`src/nand_front_regs.svh`:
```
// constants of the serial nand command front end: opcodes, feature
// addresses, field positions, reset values and cache limits.
// assumes inclusion by bare name from the design module and the bench.
`ifndef NAND_FRONT_REGS_SVH
`define NAND_FRONT_REGS_SVH

// opcodes
`define OP_SET_LATCH 8'h06
`define OP_CLR_LATCH 8'h04
`define OP_GET_FEAT 8'h0f
`define OP_SET_FEAT 8'h1f
`define OP_PAGE_READ 8'h13
`define OP_RD_CACHE 8'h03
`define OP_RD_CACHE_F 8'h0b
`define OP_RD_CACHE_X2 8'h3b
`define OP_RD_CACHE_X4 8'h6b
`define OP_RD_CACHE_DIO 8'hbb
`define OP_RD_CACHE_QIO 8'heb
`define OP_READ_ID 8'h9f
`define OP_READ_UID 8'h4b
`define OP_LOAD 8'h02
`define OP_LOAD_X4 8'h32
`define OP_RLOAD 8'h84
`define OP_RLOAD_X4 8'hc4
`define OP_RLOAD_X4B 8'h34
`define OP_RLOAD_QIO 8'h72
`define OP_PROG_EXEC 8'h10
`define OP_BLK_ERASE 8'hd8
`define OP_RESET 8'hff
`define OP_BLK_LOCK 8'h36
`define OP_BLK_UNLOCK 8'h39
`define OP_BLK_QUERY 8'h3d
`define OP_LOCK_ALL 8'h7e
`define OP_UNLOCK_ALL 8'h98

// feature addresses
`define FEAT_LOCK 8'ha0
`define FEAT_CONF 8'hb0
`define FEAT_STAT 8'hc0

// lock register layout and reset values
`define LOCK_GUARD_BIT 7
`define LOCK_RST 8'h00
`define QUAD_RST 1'b0

// cache column limits and block address mask
`define CACHE_BYTES 12'd2112
`define WRAP_2112_LAST 12'd2111
`define WRAP_2048_LAST 12'd2047
`define BLOCK_ADDR_MASK 24'h7ff000

`endif

```
`src/nand_front_pkg.sv`:
```
// types of the serial nand command front end.
// assumes the constants header is on the include path.
package nand_front_pkg;

	// command phase, one per field of the serial frame, and ST_IGNORE for the rest of it
	typedef enum logic [2:0] {
		ST_OPCODE,
		ST_ADDR,
		ST_DUMMY,
		ST_DIN,
		ST_DOUT,
		ST_IGNORE
	} phase_t;

	// layout of one command after its opcode
	typedef struct packed {
		logic [5:0] addr_bits;
		logic [2:0] lines_a;
		logic [5:0] dummy_bits;
		logic [2:0] lines_d;
		logic din;
		logic dout;
		logic quad;
		logic move;
		logic legal;
	} plan_t;

endpackage

```
`src/nand_front_end.sv`:
```
// serial command front end of a serial nand flash: pin sampling, pause,
// command decode, field packing, feature bits and the write latch.
// assumes serial pins arrive asynchronously and are oversampled by
// sys_clk_in at many times the serial clock rate; the array core sits
// on the user ports and answers read data combinationally from col_out.
`timescale 1ns/1ns
`include "nand_front_regs.svh"

module nand_front_end #(
	parameter logic [7:0] MAKER_CODE = 8'h5a, // arbitrary value
	parameter logic [7:0] PART_CODE = 8'h3c // arbitrary value
) (
	input wire logic sys_clk_in,
	input wire logic srst_in,
	input wire logic sclk_in,
	input wire logic cs_n_in,
	input wire logic io_line_0_in,
	input wire logic io_line_1_in,
	input wire logic io_line_2_in,
	input wire logic io_line_3_in,
	output logic io_line_0_out,
	output logic io_line_1_out,
	output logic io_line_2_out,
	output logic io_line_3_out,
	output logic io_line_0_oe_out,
	output logic io_line_1_oe_out,
	output logic io_line_2_oe_out,
	output logic io_line_3_oe_out,
	input wire logic [7:0] rd_data_in,
	input wire logic [7:0] lock_status_in,
	input wire logic [5:0] status_hi_in,
	input wire logic busy_in,
	input wire logic op_done_in,
	input wire logic move_active_in,
	input wire logic [63:0] uid_in,
	output logic cmd_valid_out,
	output logic [7:0] cmd_opcode_out,
	output logic [23:0] cmd_addr_out,
	output logic wr_data_valid_out,
	output logic [7:0] wr_data_out,
	output logic [11:0] col_out,
	output logic write_latch_out,
	output logic [7:0] lock_reg_out,
	output logic quad_lines_on_out
);

	// two-flop synchronisers; stage one is read only by stage two
	logic [5:0] sync1; // {sclk, cs, io3..io0}
	logic [5:0] sync2;
	logic sclk_d; // delayed sclk for edge finding
	always_ff @(posedge sys_clk_in) begin
		if (srst_in) begin
			sync1 <= 6'h10;
			sync2 <= 6'h10;
			sclk_d <= 1'b0;
		end else begin
			sync1 <= {sclk_in, cs_n_in, io_line_3_in, io_line_2_in, io_line_1_in, io_line_0_in};
			sync2 <= sync1;
			sclk_d <= sync2[5];
		end
	end

	logic sclk_s, cs_hi, hold_s, wp_s;
	logic [3:0] d_s; // sampled data lines
	assign sclk_s = sync2[5];
	assign cs_hi = sync2[4];
	assign d_s = sync2[3:0];
	assign hold_s = sync2[3]; // pause pin shares line 3
	assign wp_s = sync2[2]; // guard pin shares line 2

	// one command layout
	function automatic nand_front_pkg::plan_t mk(input logic [5:0] ab, input logic [2:0] la,
		input logic [5:0] db, input logic [2:0] ld, input logic di, input logic dq,
		input logic q, input logic m);
		mk = '{ab, la, db, ld, di, dq, q, m, 1'b1};
	endfunction

	// opcode decode into field layout
	function automatic nand_front_pkg::plan_t decode(input logic [7:0] op);
		decode = '0;
		unique case (op)
			`OP_SET_LATCH, `OP_CLR_LATCH, `OP_RESET, `OP_LOCK_ALL, `OP_UNLOCK_ALL:
				decode = mk(6'd0, 3'd1, 6'd0, 3'd1, 1'b0, 1'b0, 1'b0, 1'b0);
			`OP_GET_FEAT: decode = mk(6'd8, 3'd1, 6'd0, 3'd1, 1'b0, 1'b1, 1'b0, 1'b0);
			`OP_SET_FEAT: decode = mk(6'd8, 3'd1, 6'd0, 3'd1, 1'b1, 1'b0, 1'b0, 1'b0);
			`OP_PAGE_READ, `OP_PROG_EXEC, `OP_BLK_ERASE, `OP_BLK_LOCK, `OP_BLK_UNLOCK:
				decode = mk(6'd24, 3'd1, 6'd0, 3'd1, 1'b0, 1'b0, 1'b0, 1'b0);
			`OP_BLK_QUERY: decode = mk(6'd24, 3'd1, 6'd0, 3'd1, 1'b0, 1'b1, 1'b0, 1'b0);
			`OP_RD_CACHE, `OP_RD_CACHE_F:
				decode = mk(6'd16, 3'd1, 6'd8, 3'd1, 1'b0, 1'b1, 1'b0, 1'b0);
			`OP_RD_CACHE_X2: decode = mk(6'd16, 3'd1, 6'd8, 3'd2, 1'b0, 1'b1, 1'b0, 1'b0);
			`OP_RD_CACHE_X4: decode = mk(6'd16, 3'd1, 6'd8, 3'd4, 1'b0, 1'b1, 1'b1, 1'b0);
			`OP_RD_CACHE_DIO: decode = mk(6'd16, 3'd2, 6'd8, 3'd2, 1'b0, 1'b1, 1'b0, 1'b0);
			`OP_RD_CACHE_QIO: decode = mk(6'd16, 3'd4, 6'd8, 3'd4, 1'b0, 1'b1, 1'b1, 1'b0);
			`OP_LOAD: decode = mk(6'd16, 3'd1, 6'd0, 3'd1, 1'b1, 1'b0, 1'b0, 1'b0);
			`OP_LOAD_X4: decode = mk(6'd16, 3'd1, 6'd0, 3'd4, 1'b1, 1'b0, 1'b1, 1'b0);
			`OP_RLOAD: decode = mk(6'd16, 3'd1, 6'd0, 3'd1, 1'b1, 1'b0, 1'b0, 1'b1);
			`OP_RLOAD_X4, `OP_RLOAD_X4B:
				decode = mk(6'd16, 3'd1, 6'd0, 3'd4, 1'b1, 1'b0, 1'b1, 1'b1);
			`OP_RLOAD_QIO: decode = mk(6'd16, 3'd4, 6'd0, 3'd4, 1'b1, 1'b0, 1'b1, 1'b1);
			`OP_READ_ID: decode = mk(6'd0, 3'd1, 6'd8, 3'd1, 1'b0, 1'b1, 1'b0, 1'b0);
			`OP_READ_UID: decode = mk(6'd0, 3'd1, 6'd32, 3'd1, 1'b0, 1'b1, 1'b0, 1'b0);
			default: decode = '0; // unknown opcode: frame is ignored
		endcase
	endfunction

	// shift n lines into the low end, line n-1 as the earlier bit
	function automatic logic [23:0] shift_in(input logic [23:0] sr, input logic [2:0] n,
		input logic [3:0] d);
		unique case (n)
			3'd2: shift_in = {sr[21:0], d[1:0]};
			3'd4: shift_in = {sr[19:0], d};
			default: shift_in = {sr[22:0], d[0]};
		endcase
	endfunction

	// next column inside the chosen wrap window
	function automatic logic [11:0] wrap_step(input logic [11:0] c, input logic [3:0] w);
		unique case (w[3:2])
			2'b00: wrap_step = (c == `WRAP_2112_LAST) ? 12'h000 : c + 12'h001;
			2'b01: wrap_step = (c == `WRAP_2048_LAST) ? 12'h000 : c + 12'h001;
			2'b10: wrap_step = {c[11:6], c[5:0] + 6'h01};
			default: wrap_step = {c[11:4], c[3:0] + 4'h1};
		endcase
	endfunction

	// frame state
	nand_front_pkg::phase_t st, next_st;
	nand_front_pkg::plan_t plan, next_plan;
	logic paused, next_paused;
	logic [5:0] field_cnt, next_field_cnt; // bits taken in this field
	logic [23:0] in_sr, next_in_sr;
	logic [7:0] opcode, next_opcode;
	logic [7:0] feat_addr, next_feat_addr;
	logic [3:0] wrap, next_wrap;
	logic [7:0] out_sr, next_out_sr;
	logic [3:0] out_pos, next_out_pos; // bits already sent of this byte
	logic [2:0] byte_idx, next_byte_idx;
	logic [3:0] io_o, next_io_o, io_oe, next_io_oe;
	logic next_cmd_valid, next_wr_valid, next_latch, next_quad;
	logic [7:0] next_cmd_op, next_wr_data, next_lock;
	logic [23:0] next_cmd_addr;
	logic [11:0] next_col;

	// helpers visible to the checks below
	logic rise, fall, go, resume_ev, pause_now, op_fin, feat_wr, guard_blk;
	logic [7:0] op_byte, cur_byte, bits;
	logic [5:0] got;
	logic [2:0] ln;
	logic [23:0] sr_n;
	nand_front_pkg::plan_t dec;
	assign rise = sclk_s & ~sclk_d;
	assign fall = ~sclk_s & sclk_d;
	assign resume_ev = fall & hold_s;
	// outside quad mode, a falling edge that finds the pause pin low starts the pause and
	// shifts nothing, so the held bit is the first one out on resume
	assign pause_now = ~paused & ~hold_s & ~sclk_s & ~quad_lines_on_out;
	// paused frames act again only on the releasing falling edge
	assign go = ~cs_hi & ((~paused & ~pause_now) | resume_ev);
	// in quad mode the guard pin is a data line and protects nothing
	assign guard_blk = lock_reg_out[`LOCK_GUARD_BIT] & ~wp_s & ~quad_lines_on_out;

	// outgoing byte source for the current command
	always_comb begin
		unique case (opcode)
			`OP_READ_ID: cur_byte = byte_idx[0] ? PART_CODE : MAKER_CODE;
			`OP_READ_UID: cur_byte = uid_in[{3'd7 - byte_idx, 3'b000} +: 8];
			`OP_BLK_QUERY: cur_byte = lock_status_in;
			`OP_GET_FEAT: begin
				unique case (feat_addr)
					`FEAT_LOCK: cur_byte = lock_reg_out;
					`FEAT_CONF: cur_byte = {7'h00, quad_lines_on_out};
					`FEAT_STAT: cur_byte = {status_hi_in, write_latch_out, busy_in};
					default: cur_byte = 8'h00;
				endcase
			end
			default: cur_byte = rd_data_in; // cache reads
		endcase
	end

	// next-state logic of the serial frame
	always_comb begin
		next_st = st;
		next_plan = plan;
		next_field_cnt = field_cnt;
		next_in_sr = in_sr;
		next_opcode = opcode;
		next_feat_addr = feat_addr;
		next_wrap = wrap;
		next_out_sr = out_sr;
		next_out_pos = out_pos;
		next_byte_idx = byte_idx;
		next_io_o = io_o;
		next_io_oe = io_oe;
		next_cmd_valid = 1'b0;
		next_cmd_op = cmd_opcode_out;
		next_cmd_addr = cmd_addr_out;
		next_wr_valid = 1'b0;
		next_wr_data = wr_data_out;
		next_col = col_out;
		next_latch = write_latch_out;
		next_quad = quad_lines_on_out;
		next_lock = lock_reg_out;
		next_paused = paused;
		op_fin = 1'b0;
		feat_wr = 1'b0;
		ln = (st == nand_front_pkg::ST_OPCODE) ? 3'd1 :
			(st == nand_front_pkg::ST_ADDR || st == nand_front_pkg::ST_DUMMY) ?
			plan.lines_a : plan.lines_d;
		got = field_cnt + 6'(ln);
		sr_n = shift_in(in_sr, ln, d_s);
		op_byte = sr_n[7:0];
		dec = decode(op_byte);
		bits = (out_pos == 4'd0) ? cur_byte : out_sr;
		// completion of program or erase drops the latch; a set below wins
		if (op_done_in) begin
			next_latch = 1'b0;
		end
		if (cs_hi) begin
			// release ends the frame and drops any partial byte
			next_st = nand_front_pkg::ST_OPCODE;
			next_field_cnt = 6'd0;
			next_out_pos = 4'd0;
			next_byte_idx = 3'd0;
			next_io_oe = 4'h0;
			next_paused = 1'b0;
		end else if (go && rise) begin
			next_in_sr = sr_n;
			next_field_cnt = got;
			unique case (st)
				nand_front_pkg::ST_OPCODE: if (got == 6'd8) begin
					op_fin = 1'b1;
					next_opcode = op_byte;
					next_plan = dec;
					next_field_cnt = 6'd0;
					if (op_byte == `OP_CLR_LATCH) begin
						next_latch = 1'b0;
					end
					if (op_byte == `OP_SET_LATCH) begin
						next_latch = 1'b1;
					end
					if (!dec.legal || (dec.quad && !quad_lines_on_out) ||
						(dec.move && !move_active_in)) begin
						next_st = nand_front_pkg::ST_IGNORE;
					end else if (dec.addr_bits != 6'd0) begin
						next_st = nand_front_pkg::ST_ADDR;
					end else begin
						next_cmd_valid = 1'b1;
						next_cmd_op = op_byte;
						next_cmd_addr = 24'h000000;
						next_st = (dec.dummy_bits != 6'd0) ? nand_front_pkg::ST_DUMMY :
							nand_front_pkg::ST_IGNORE;
					end
				end
				nand_front_pkg::ST_ADDR: if (got == plan.addr_bits) begin
					next_field_cnt = 6'd0;
					next_feat_addr = sr_n[7:0];
					next_wrap = sr_n[15:12];
					next_col = sr_n[11:0];
					next_cmd_op = opcode;
					next_cmd_addr = (opcode == `OP_BLK_LOCK || opcode == `OP_BLK_UNLOCK ||
						opcode == `OP_BLK_QUERY) ? (sr_n & `BLOCK_ADDR_MASK) : sr_n;
					next_cmd_valid = ((opcode != `OP_PROG_EXEC) && (opcode != `OP_BLK_ERASE)) ||
						write_latch_out;
					next_st = (plan.dummy_bits != 6'd0) ? nand_front_pkg::ST_DUMMY :
						plan.din ? nand_front_pkg::ST_DIN :
						plan.dout ? nand_front_pkg::ST_DOUT : nand_front_pkg::ST_IGNORE;
				end
				nand_front_pkg::ST_DUMMY: if (got == plan.dummy_bits) begin
					next_field_cnt = 6'd0;
					next_st = nand_front_pkg::ST_DOUT;
				end
				nand_front_pkg::ST_DIN: if (got == 6'd8) begin
					next_field_cnt = 6'd0;
					if (opcode == `OP_SET_FEAT) begin
						feat_wr = 1'b1;
						next_st = nand_front_pkg::ST_IGNORE;
						if (feat_addr == `FEAT_LOCK) begin
							// reserved bits 6 and 0 are forced low
							next_lock = guard_blk ?
								{sr_n[7], 1'b0, lock_reg_out[5:1], 1'b0} :
								{sr_n[7], 1'b0, sr_n[5:1], 1'b0};
						end else if (feat_addr == `FEAT_CONF) begin
							next_quad = sr_n[0];
						end
					end else begin
						// bytes past the cache end are dropped
						next_wr_valid = (col_out < `CACHE_BYTES);
						next_wr_data = sr_n[7:0];
						next_col = (col_out < `CACHE_BYTES) ? col_out + 12'h001 : col_out;
					end
				end
				nand_front_pkg::ST_DOUT, nand_front_pkg::ST_IGNORE: begin
					next_field_cnt = field_cnt;
				end
				default: next_st = nand_front_pkg::ST_IGNORE;
			endcase
		end else if (go && fall && st == nand_front_pkg::ST_DOUT) begin
			// msb first; dual puts the earlier bit on line 1
			unique case (plan.lines_d)
				3'd2: begin
					next_io_o = {2'b00, bits[7:6]};
					next_io_oe = 4'h3;
				end
				3'd4: begin
					next_io_o = bits[7:4];
					next_io_oe = 4'hf;
				end
				default: begin
					next_io_o = {2'b00, bits[7], 1'b0};
					next_io_oe = 4'h2;
				end
			endcase
			next_out_sr = bits << plan.lines_d;
			next_out_pos = out_pos + 4'(plan.lines_d);
			if (out_pos + 4'(plan.lines_d) == 4'd8) begin
				next_out_pos = 4'd0;
				next_byte_idx = byte_idx + 3'd1;
				next_col = wrap_step(col_out, wrap);
			end
		end
		// pause: enter when the pin is low and the clock is low, not in quad mode; no bit
		// is lost because the entering edge is blocked above
		if (!cs_hi && pause_now) begin
			next_paused = 1'b1;
		end
		if (!cs_hi && paused && resume_ev) begin
			next_paused = 1'b0;
		end
		if (next_paused) begin
			next_io_oe = 4'h0;
		end
	end

	// registers of the frame
	always_ff @(posedge sys_clk_in) begin
		if (srst_in) begin
			st <= nand_front_pkg::ST_OPCODE;
			plan <= '0;
			paused <= 1'b0;
			field_cnt <= 6'd0;
			in_sr <= 24'h000000;
			opcode <= 8'h00;
			feat_addr <= 8'h00;
			wrap <= 4'h0;
			out_sr <= 8'h00;
			out_pos <= 4'd0;
			byte_idx <= 3'd0;
			io_o <= 4'h0;
			io_oe <= 4'h0;
			cmd_valid_out <= 1'b0;
			cmd_opcode_out <= 8'h00;
			cmd_addr_out <= 24'h000000;
			wr_data_valid_out <= 1'b0;
			wr_data_out <= 8'h00;
			col_out <= 12'h000;
			write_latch_out <= 1'b0;
			lock_reg_out <= `LOCK_RST;
			quad_lines_on_out <= `QUAD_RST;
		end else begin
			st <= next_st;
			plan <= next_plan;
			paused <= next_paused;
			field_cnt <= next_field_cnt;
			in_sr <= next_in_sr;
			opcode <= next_opcode;
			feat_addr <= next_feat_addr;
			wrap <= next_wrap;
			out_sr <= next_out_sr;
			out_pos <= next_out_pos;
			byte_idx <= next_byte_idx;
			io_o <= next_io_o;
			io_oe <= next_io_oe;
			cmd_valid_out <= next_cmd_valid;
			cmd_opcode_out <= next_cmd_op;
			cmd_addr_out <= next_cmd_addr;
			wr_data_valid_out <= next_wr_valid;
			wr_data_out <= next_wr_data;
			col_out <= next_col;
			write_latch_out <= next_latch;
			lock_reg_out <= next_lock;
			quad_lines_on_out <= next_quad;
		end
	end

	assign {io_line_3_out, io_line_2_out, io_line_1_out, io_line_0_out} = io_o;
	assign {io_line_3_oe_out, io_line_2_oe_out, io_line_1_oe_out, io_line_0_oe_out} = io_oe;
endmodule

```
`config.mk`:
```
export PLATFORM = sky130hd
export DESIGN_NAME = nand_front_end
export DESIGN_NICKNAME = d
export VERILOG_FILES = /design/src/nand_front_pkg.sv /design/src/nand_front_end.sv
export VERILOG_INCLUDE_DIRS = /design/src
export SDC_FILE = /design/constraint.sdc
export NUM_CORES = 1
export LEC_CHECK = 0
export BUFFER_PORTS_ARGS = -buffer_cell sky130_fd_sc_hd__buf_4
export CELL_PAD_IN_SITES_DETAIL_PLACEMENT = 1
export CELL_PAD_IN_SITES_GLOBAL_PLACEMENT = 2
export CORE_MARGIN = 1
export CORE_UTILIZATION = 33
export DETAILED_ROUTE_END_ITERATION = 7
export PLACE_DENSITY_LB_ADDON = 0.25
export SLEW_MARGIN = 0
export SYNTH_ARGS = -nofsm -noshare
export SYNTH_HDL_FRONTEND = slang
export SYNTH_SLANG_ARGS = --single-unit
```
`constraint.sdc`:
```
create_clock -name sys_clk_in -period 6 [get_ports sys_clk_in]
set_input_delay 0.6 -clock sys_clk_in [delete_from_list [all_inputs] [get_ports sys_clk_in]]
set_output_delay 0.6 -clock sys_clk_in [all_outputs]
set_load 0.01 [all_outputs]
```
==> results of run 1 <==
==> synthesized netlist by cell type (7+ instances only) <==
cell      instances  area [um^2]
a211oi_1         27        202.7
a21oi_1          79        395.4
a221oi_1          9        78.83
a22o_1           11        96.34
a22oi_1          19        142.6
a31oi_1           9        56.30
and2_1            7        43.79
and3_1            8        50.05
clkbuf_1         73        274.0
dfxtp_1         160         3203
ha_1              8        100.1
inv_1            17        63.81
mux2i_1          57        570.6
mux4_2           16        360.4
nand2_1         170        638.1
nand2b_1          7        43.79
nand3_1          29        145.1
nand4_1           8        50.05
nor2_1          163        611.8
nor2b_1          19        118.9
nor3_1           56        280.3
nor3b_1           9        67.56
nor4_1           16        100.1
o211ai_1         15        112.6
o21ai_0          30        150.1
o221ai_1          7        61.31
o311ai_0          9        78.83
or2_2             7        43.79
xnor2_1          11        96.34
==> flip-flops by register name, indices dropped and copies added (netlist names), 2 cells and up <==
name / cells
byte_idx: 3
cmd_addr_out: 24
cmd_opcode_out: 8
col_out: 12
feat_addr: 8
field_cnt: 6
in_sr: 23
io_o: 4
io_oe: 3
lock_reg_out: 6
opcode: 8
out_pos: 4
out_sr: 8
plan: 12
st: 3
sync1: 6
sync2: 6
wr_data_out: 8
wrap: 2
==> critical path, cell delays in order (launching register included) <==
cell and delay [ns]:
dfxtp_1 0.74, xor2_2 0.22, and3_1 0.28, nor2_1 0.35
nor2_1 0.09, ha_1 0.45, nand2_1 0.15, nor3_1 0.07
a2111oi_0 0.64, nand3_1 0.33, nor4_4 0.67, nand2_1 0.15
or4_1 0.57, nor4_4 0.46, mux2i_1 0.25, nor2_1 0.06
==> report_power, final <==
part           switching (uW)  internal [uW]  leakage (uW)  total [uW]
Combinational            46.9           58.7       0.00287         106
Clock                     536            572      0.000294        1110
Sequential               6.51           1070       0.00129        1070
==> path summary, 6_finish.rpt <==
check	from	endpoint	slack (ns)	cells past startpoint
worst min register to register	sync1[4]	sync2[4]	0.42	1
worst min-delay path	cs_n_in	sync1[4]	0.35	2
worst max-delay path	st[0]	lock_reg_out[4]	0.39	15
worst max register to register	st[0]	lock_reg_out[4]	0.39	15
==> metal layers <==
metal  part of all wire [%]  wire [um]  vias to the layer above  global-route usage [%]
li1                       -          -                     4551                       -
met1                     48      16680                     4651                   33.36
met2                     46      15870                      220                   36.64
met3                    4.2       1432                       28                   4.418
met4                    1.2        428                        0                   5.823
met5                      0          0                        -                       0
==> cell type report <==
type,count,area (um^2),area share (%)
Sequential cell,160,3203,27.72
Inverter,20,77.57,0.6714
Tap cell,378,473.0,4.093
Clock buffer,18,439.2,3.801
Clock inverter,14,162.7,1.408
Multi-Input combinational cell,919,5773,49.96
Timing Repair Buffer,190,1426,12.34
==> per-stage QoR <==
stage / total power (uW) / cells / area, um^2 / hold slack, ns / worst slack, ns
6_report: 2286 / 1699 / 11550 / 0.3462 / 0.3864
3_3_place_gp: 1202 / 1667 / 10950 / 0.3930 / 0.9491
5_1_grt: 2375 / 1699 / 11550 / 0.3277 / 0.1651
2_1_floorplan: 1140 / 1189 / 9433 / 0.3895 / 1.737
3_5_place_dp: 1203 / 1667 / 10950 / 0.4030 / 0.7861
4_1_cts: 2319 / 1699 / 11550 / 0.3276 / 0.5779
==> logic make-up after synthesis <==
logic type / Yosys count
fa+ha+maj: 10
xor+xnor: 17
other cells: 1
compound gates: 282
buf+inv: 110
simple gates: 533
flops: 160
mux: 75
==> out/results.txt, run 1 <==
Post-synthesis mux area share: 10.15%
Antenna violations before repair: 0
Most frequent cells in the layout: buf_4, nand2_1, nor2_1
Clock Sink Count: 160
Critical Path RT: 6.30 ns
P_leak: 0.004459 uW
I/O Buffers: 166
Final #Nets: 1414
Clock slew seen by the registers of the worst setup and hold paths: 0.07 ns
I/O pins: 169
CP Capture Type: flip-flop
Setup violators final: 0
Initial DRC count: 564
Pin count of the biggest net entering global routing: 56
First-pass GRT wire length: 53340 um
Avg WL per Cell: 20.25 um
Syn-to-layout area delta: 22.54%
Fin util: 41.36%
Status: complete, no violations
Post-CTS Setup Bufs: 0
Commonest non-fill, non-tap cell in the layout: buf_4
Worst Hold Class: in2reg
GRT overflow: 0
Relative slew slack: 31.44%
Max-cap viol count: 0
Total inserted antenna cells: 0
CP arrival: 5.91 ns
Hold Fails Final Rpt: 0
Avg Inst Size Synth: 7.937 um^2
Number of library cell types mapped by synthesis: 88
Vias: 9450
Min cycle time layout: 5.614 ns
Dpl hpwl: 25340 um
Predominant post-synthesis flop cell: dfxtp_1
Final ANT Viol Nets: 0
Hold_buf cts: 0
Largest family of logic cells by synthesized area: simple AND/OR/NAND/NOR gates
Die area: 0.02925 mm^2
WS Path Type: reg2reg
Vias in the first global route: 9213
Netlist Area Pre-Place: 0.009429 mm^2
Pre-antenna DRT Iters: 5
Routed WL: 34410 um
Post-synth ARST share: 0%
Post-synth EDFFs: 0
Final period util: 93.56%
Post-cts sizing count: 0
Via density: 5.562
Achievable Freq: 178.1 MHz
Starting Density: 33.75%
Core box area: 0.02793 mm^2
CTS tree: yes
XOR/XNOR share of the synthesized area: 1.659%
Die X: 171.0 um
YS warnings: 0
Synth Area in Simple Gates: 26.59%
Crit Path Max Fanout: 16
Share of post-route cells with drive strength above 1: 20.59%
CTS Buf Count: 17
H-tree Lvls: 4
Critical Path Source Type: flip-flop
Register area share after synthesis: 33.97%
# DRC: 0
Root buffer cell: clkbuf_16
Synth Area in Adders: 1.380%
Compound-cell area share of the yosys netlist: 21.30%
Die Y: 171.0 um
Measured slew at the worst slew-check pin: 1.028 ns
GRT Util Overall: 23.60%
Filler cells: 3422
Total Neg Setup Slack: 0 ns
Row Count: 61
Cell count after synthesis: 1188
Flops & latches, synth: 160
Setup Skew: 0.02276 ns
Fin. max-slew vios: 0
RSZ-0062 raised after global routing: no
Max clock buf depth: 2
GP Congestion: 0.8568
Worst-Skew Late Latency: 0.45 ns
Peak supply drop: 0.1574 mV
Cell Pwr Density: 197.9 mW/mm^2
Power figures use the tool's default switching activity.
==> run 2, diff against run 1 <==
--- a/config.mk
+++ b/config.mk
@@ -6,11 +6,12 @@
 export SDC_FILE = /design/constraint.sdc
 export NUM_CORES = 1
 export LEC_CHECK = 0
+export ABC_AREA = 1
 export BUFFER_PORTS_ARGS = -buffer_cell sky130_fd_sc_hd__buf_4
 export CELL_PAD_IN_SITES_DETAIL_PLACEMENT = 1
 export CELL_PAD_IN_SITES_GLOBAL_PLACEMENT = 2
 export CORE_MARGIN = 1
-export CORE_UTILIZATION = 33
+export CORE_UTILIZATION = 31
 export DETAILED_ROUTE_END_ITERATION = 7
 export PLACE_DENSITY_LB_ADDON = 0.25
 export SLEW_MARGIN = 0
==> out/results.txt, run 2 <==
Family with the most delay on the worst path: simple AND/OR/NAND/NOR gates
Commonest non-fill, non-tap cell in the layout: nand2_1
Peak supply drop: 0.1730 mV
Via density: 5.154
Share of post-route cells with drive strength above 1: 17.65%
Max-cap viol count: 0
P_leak: 0.005106 uW
Most flop-heavy register: cmd_addr_out
Vias: 10303
First-pass GRT wire length: 57350 um
Post-synth top area cell: dfxtp_1
CP arrival: 4.96 ns
Buf/Inv on CP: 3
Dpl hpwl: 28490 um
GRT overflow: 0
Clock Sink Count: 160
Setup violators final: 0
Flops & latches, synth: 160
WS Path Type: reg2reg
I/O pins: 169
Post-CTS Setup Bufs: 0
Pre-antenna DRT Iters: 5
Number of library cell types mapped by synthesis: 60
Total inserted antenna cells: 0
Register area share after synthesis: 33.28%
Post-synth EDFFs: 0
Routed WL: 37260 um
Clock slew seen by the registers of the worst setup and hold paths: 0.06 ns
Core box area: 0.03059 mm^2
Slowest cell on crit path: dfxtp_1
Cell count after synthesis: 1460
Critical Path Source Type: flip-flop
Syn-to-layout area delta: 22.06%
Final #Nets: 1696
Starting Density: 31.46%
Crit Path Max Fanout: 33
Achievable Freq: 215.4 MHz
Post-synth top cells: nand2_1, nor2_1, inv_1, dfxtp_1, o21ai_0
Avg Inst Size Synth: 6.592 um^2
Post-cts sizing count: 0
Final ANT Viol Nets: 0
H-tree Lvls: 4
CP Capture Type: flip-flop
Die Y: 178.2 um
# DRC: 0
Row Count: 64
Die X: 178.2 um
I/O Buffers: 166
Setup Skew: 0.01599 ns
CTS Buf Count: 17
Crit path cell chain: nand3_2 > nand3_2 > nand2_2 > nor2_8 > nand3_2 > nand3_1 > nand3_1 > nand2_1 > nor2_1 > inv_2 > nor2_2 > nor2_2 > nand3_2 > inv_2 > nand2_2 > nand2_4 > inv_4 > nor2_1 > nor2_1
Measured slew at the worst slew-check pin: 0.9572 ns
Top post-synthesis cells by area: dfxtp_1, nand2_1, nor2_1
Pin count of the biggest net entering global routing: 67
Final period util: 77.38%
Hold_buf cts: 0
Vias in the first global route: 10077
Most frequent cells in the layout: nand2_1, nor2_1, buf_4
CTS tree: yes
Status: complete, no violations
RSZ-0062 raised after global routing: no
Number of flip-flops in the largest register: 24
Relative slew slack: 35.95%
Initial DRC count: 603
Predominant post-synthesis flop cell: dfxtp_1
Setup ws final: 1.357 ns
Worst-Skew Late Latency: 0.44 ns
Avg WL per Cell: 18.64 um
Filler cells: 4023
Root buffer cell: clkbuf_16
GP Congestion: 0.9015
Min cycle time layout: 4.643 ns
Worst Hold Class: in2reg
Setup WS pre-CTS: 1.406 ns
Top-count cell post-synth: nand2_1
Max clock buf depth: 2
YS warnings: 0
Post-synth ARST share: 0%
Critical Path RT: 6.32 ns
Total Neg Setup Slack: 0 ns
Top flop regs: cmd_addr_out (24), in_sr (23)
Cell mode on critical path: nand3_2
Cell Pwr Density: 196.8 mW/mm^2
GRT Util Overall: 23.59%
Netlist Area Pre-Place: 0.009624 mm^2
Die area: 0.03176 mm^2
Antenna violations before repair: 0
Fin. max-slew vios: 0
Hold Fails Final Rpt: 0
Worst stage delay on the critical path: 0.55 ns
Share of the synthesized area in the top cell type: 33.28%
==> run 2: worst paths after layout <==
check / endpoint / cells after the start / slack (ns) / startpoint
hold / removal: sync1[4] / 2 / 0.35 / cs_n_in
setup / recovery: cmd_addr_out[21] / 19 / 1.36 / st[0]
hold reg to reg: sync2[3] / 2 / 0.40 / sync1[3]
setup reg to reg: cmd_addr_out[21] / 19 / 1.36 / st[0]
==> run 2: power by group <==
part | internal (uW) | total, uW | switching, uW
Sequential | 1070 | 1070 | 4.54
Clock | 679 | 1130 | 455
Combinational | 54.8 | 107 | 52.1
Total | 1800 | 2310 | 512
==> run 2: layout make-up <==
| type | instances | area (um^2) | area share (%) |
|---|---|---|---|
| clock inverter | 8 | 127.6 | 1.086 |
| inverter | 185 | 696.9 | 5.932 |
| timing repair buffer | 176 | 1321 | 11.25 |
| sequential | 160 | 3203 | 27.27 |
| clock buffer | 24 | 471.7 | 4.015 |
| multi-input combinational | 1050 | 5431 | 46.24 |
| tap | 396 | 495.5 | 4.218 |
==> run 2: kinds of logic after synthesis <==
group                    Yosys count  share of synthesized area [%]
AO/OA/AOI/OAI                    338                          20.36
XOR/XNOR                          11                          1.079
adder cells (fa/ha/maj)            9                          1.248
buffers and inverters            251                          10.50
flip-flops                       160                          33.28
multiplexers                      11                          1.144
other                              1                        0.03896
AND/OR/NAND/NOR                  679                          32.35
==> run 2: metal layers <==
metal / wire, um / part of all wire, % / global-route usage, % / up-vias
met3: 1224 / 3.3 / 2.984 / 30
met1: 17950 / 48 / 32.52 / 4958
li1: - / - / - / 5113
met2: 17380 / 47 / 38.21 / 202
met5: 0 / 0 / 0 / -
met4: 698 / 1.9 / 7.027 / 0
==> run 2: stage by stage <==
step	power, uW	area [um^2]	utilization [%]	hold WS, ns	instances
final	2312	11750	38.40	0.3487	1999
after global routing	2396	11750	38.40	0.3315	1999
after CTS	2346	11750	38.40	0.3256	1999
after detailed placement	1203	11150	36.44	0.4011	1967
after global placement	1201	11150	36.44	0.3913	1967
after floorplan	1136	9628	-	0.3883	1461
==> run 3, diff against run 2 <==
==> constraint.sdc (replaced) <==
create_clock -name sys_clk_in -period 4.7 [get_ports sys_clk_in]
set_input_delay 0.47 -clock sys_clk_in [delete_from_list [all_inputs] [get_ports sys_clk_in]]
set_output_delay 0.47 -clock sys_clk_in [all_outputs]
set_load 0.01 [all_outputs]
==> out/results.txt, run 3 (synthesized netlist as in run 2, its figures left out) <==
Critical Path Source Type: flip-flop
Final #Nets: 1710
Share of post-route cells with drive strength above 1: 18.61%
Setup Skew: 0.009393 ns
Min-delay src: cs_n_in
Hold Fails Final Rpt: 0
Number of flip-flops in the largest register: 24
Commonest non-fill, non-tap cell in the layout: nand2_1
Max-cap viol count: 0
First-pass GRT wire length: 57950 um
Avg WL per Cell: 18.63 um
Root buffer cell: clkbuf_16
GP Congestion: 0.9134
Setup WS pre-CTS: 0.4041 ns
Worst r2r src: st[0]
Row Count: 64
Total Neg Setup Slack: 0 ns
Final ANT Viol Nets: 0
Most frequent cells in the layout: nand2_1, nor2_1, buf_4
Core box area: 0.03059 mm^2
Vias: 10480
Clock Sink Count: 160
Initial DRC count: 685
R2R depth: 19
Antenna violations before repair: 0
Routed WL: 37510 um
CP arrival: 4.52 ns
Top flop regs: cmd_addr_out (24), in_sr (23)
I/O pins: 169
Max clock buf depth: 2
Starting Density: 31.46%
Dpl hpwl: 28890 um
Total inserted antenna cells: 0
Hold Path Sink: sync1[4]
Relative slew slack: 30.51%
Die X: 178.2 um
Pin count of the biggest net entering global routing: 67
CTS tree: yes
Fin. max-slew vios: 0
Die area: 0.03176 mm^2
Die Y: 178.2 um
Setup violators final: 0
Pre-antenna DRT Iters: 5
Most flop-heavy register: cmd_addr_out
Reg2reg end: cmd_addr_out[17]
Post-CTS Setup Bufs: 0
I/O Buffers: 166
CTS Buf Count: 17
Measured slew at the worst slew-check pin: 1.041 ns
Worst Hold Class: in2reg
Min cycle time layout: 4.187 ns
GRT Util Overall: 23.67%
Syn-to-layout area delta: 23.38%
Cell Pwr Density: 251.9 mW/mm^2
Worst-Skew Late Latency: 0.44 ns
Hold path cells: 2
GRT overflow: 0
P_leak: 0.005191 uW
H-tree Lvls: 4
Filler cells: 3957
RSZ-0062 raised after global routing: no
WS Path Type: reg2reg
Status: complete, no violations
Via density: 5.206
Peak supply drop: 0.2304 mV
Reg2Reg Setup Slack: 0.51 ns
Achievable Freq: 238.8 MHz
Crit Path Max Fanout: 33
# DRC: 0
Vias in the first global route: 10238
Setup ws final: 0.5127 ns
Clock slew seen by the registers of the worst setup and hold paths: 0.07 ns
Critical Path RT: 5.03 ns
Final period util: 89.09%
CP Capture Type: flip-flop
[run 3: critical path, stage by stage (launching register included)]
cell     delay (ns)
dfxtp_1        0.53
inv_2          0.18
nand2_1        0.42
nand2_2        0.16
nor2_8         0.20
nand3_4        0.30
nand3_1        0.22
nand3_1        0.33
nand2_1        0.22
nor2_1         0.10
inv_2          0.11
nor2_2         0.06
nor2_2         0.16
nand3_2        0.14
inv_2          0.09
nand2_2        0.07
nand2_4        0.32
inv_4          0.21
nor2_1         0.14
nor2_1         0.06
[run 3: per-stage QoR]
stage          utilization [%]  area, um^2  cells  hold WS (ns)  total power (uW)
3_3_place_gp             36.79       11250   1981        0.3930              1534
3_5_place_dp             36.79       11250   1981        0.3949              1535
2_1_floorplan                -        9628   1461        0.3883              1450
5_1_grt                  38.82       11870   2013        0.2089              3092
6_report                 38.82       11870   2013        0.2175              2991
4_1_cts                  38.79       11870   2013        0.1996              3027
[run 3: timing repair]
| action | CTS | global route |
|---|---|---|
| setup endpoints to repair | 0 | 8 |
| resized for setup | 0 | 1 |
| hold buffers | 0 | 0 |
[run 3: where the power goes]
| part | switching, uW | total, uW | internal, uW |
|---|---|---|---|
| registers | 5.98 | 1370 | 1360 |
| logic | 65.6 | 136 | 70.2 |
| clock network | 620 | 1490 | 868 |
| total | 691 | 2990 | 2300 |
[run 3: layer usage]
metal	GRT usage [%]	share of wire (%)	vias to the layer above
met5	0	0	-
li1	-	-	5153
met1	31.86	47	5068
met2	39.15	47	230
met3	3.879	4.4	29
met4	5.862	1.6	0
[run 3: cell type report]
class / instances / area [um^2] / area share [%]
Sequential cell: 160 / 3203 / 26.98
Timing Repair Buffer: 190 / 1426 / 12.01
Clock buffer: 20 / 456.7 / 3.846
Inverter: 185 / 696.9 / 5.869
Clock inverter: 12 / 156.4 / 1.317
Multi-Input combinational cell: 1050 / 5439 / 45.81
Tap cell: 396 / 495.5 / 4.173
[run 3: worst max-delay path by stage]
stage | cells after the start | from | to
6_report | 19 | st[0] | cmd_addr_out[17]
5_1_grt | 23 | st[0] | cmd_opcode_out[1]
4_1_cts | 19 | st[0] | cmd_addr_out[22]
3_5_place_dp | 19 | st[0] | cmd_addr_out[22]
3_3_place_gp | 19 | st[0] | cmd_opcode_out[6]
2_1_floorplan | 24 | st[1] | cmd_addr_out[16]
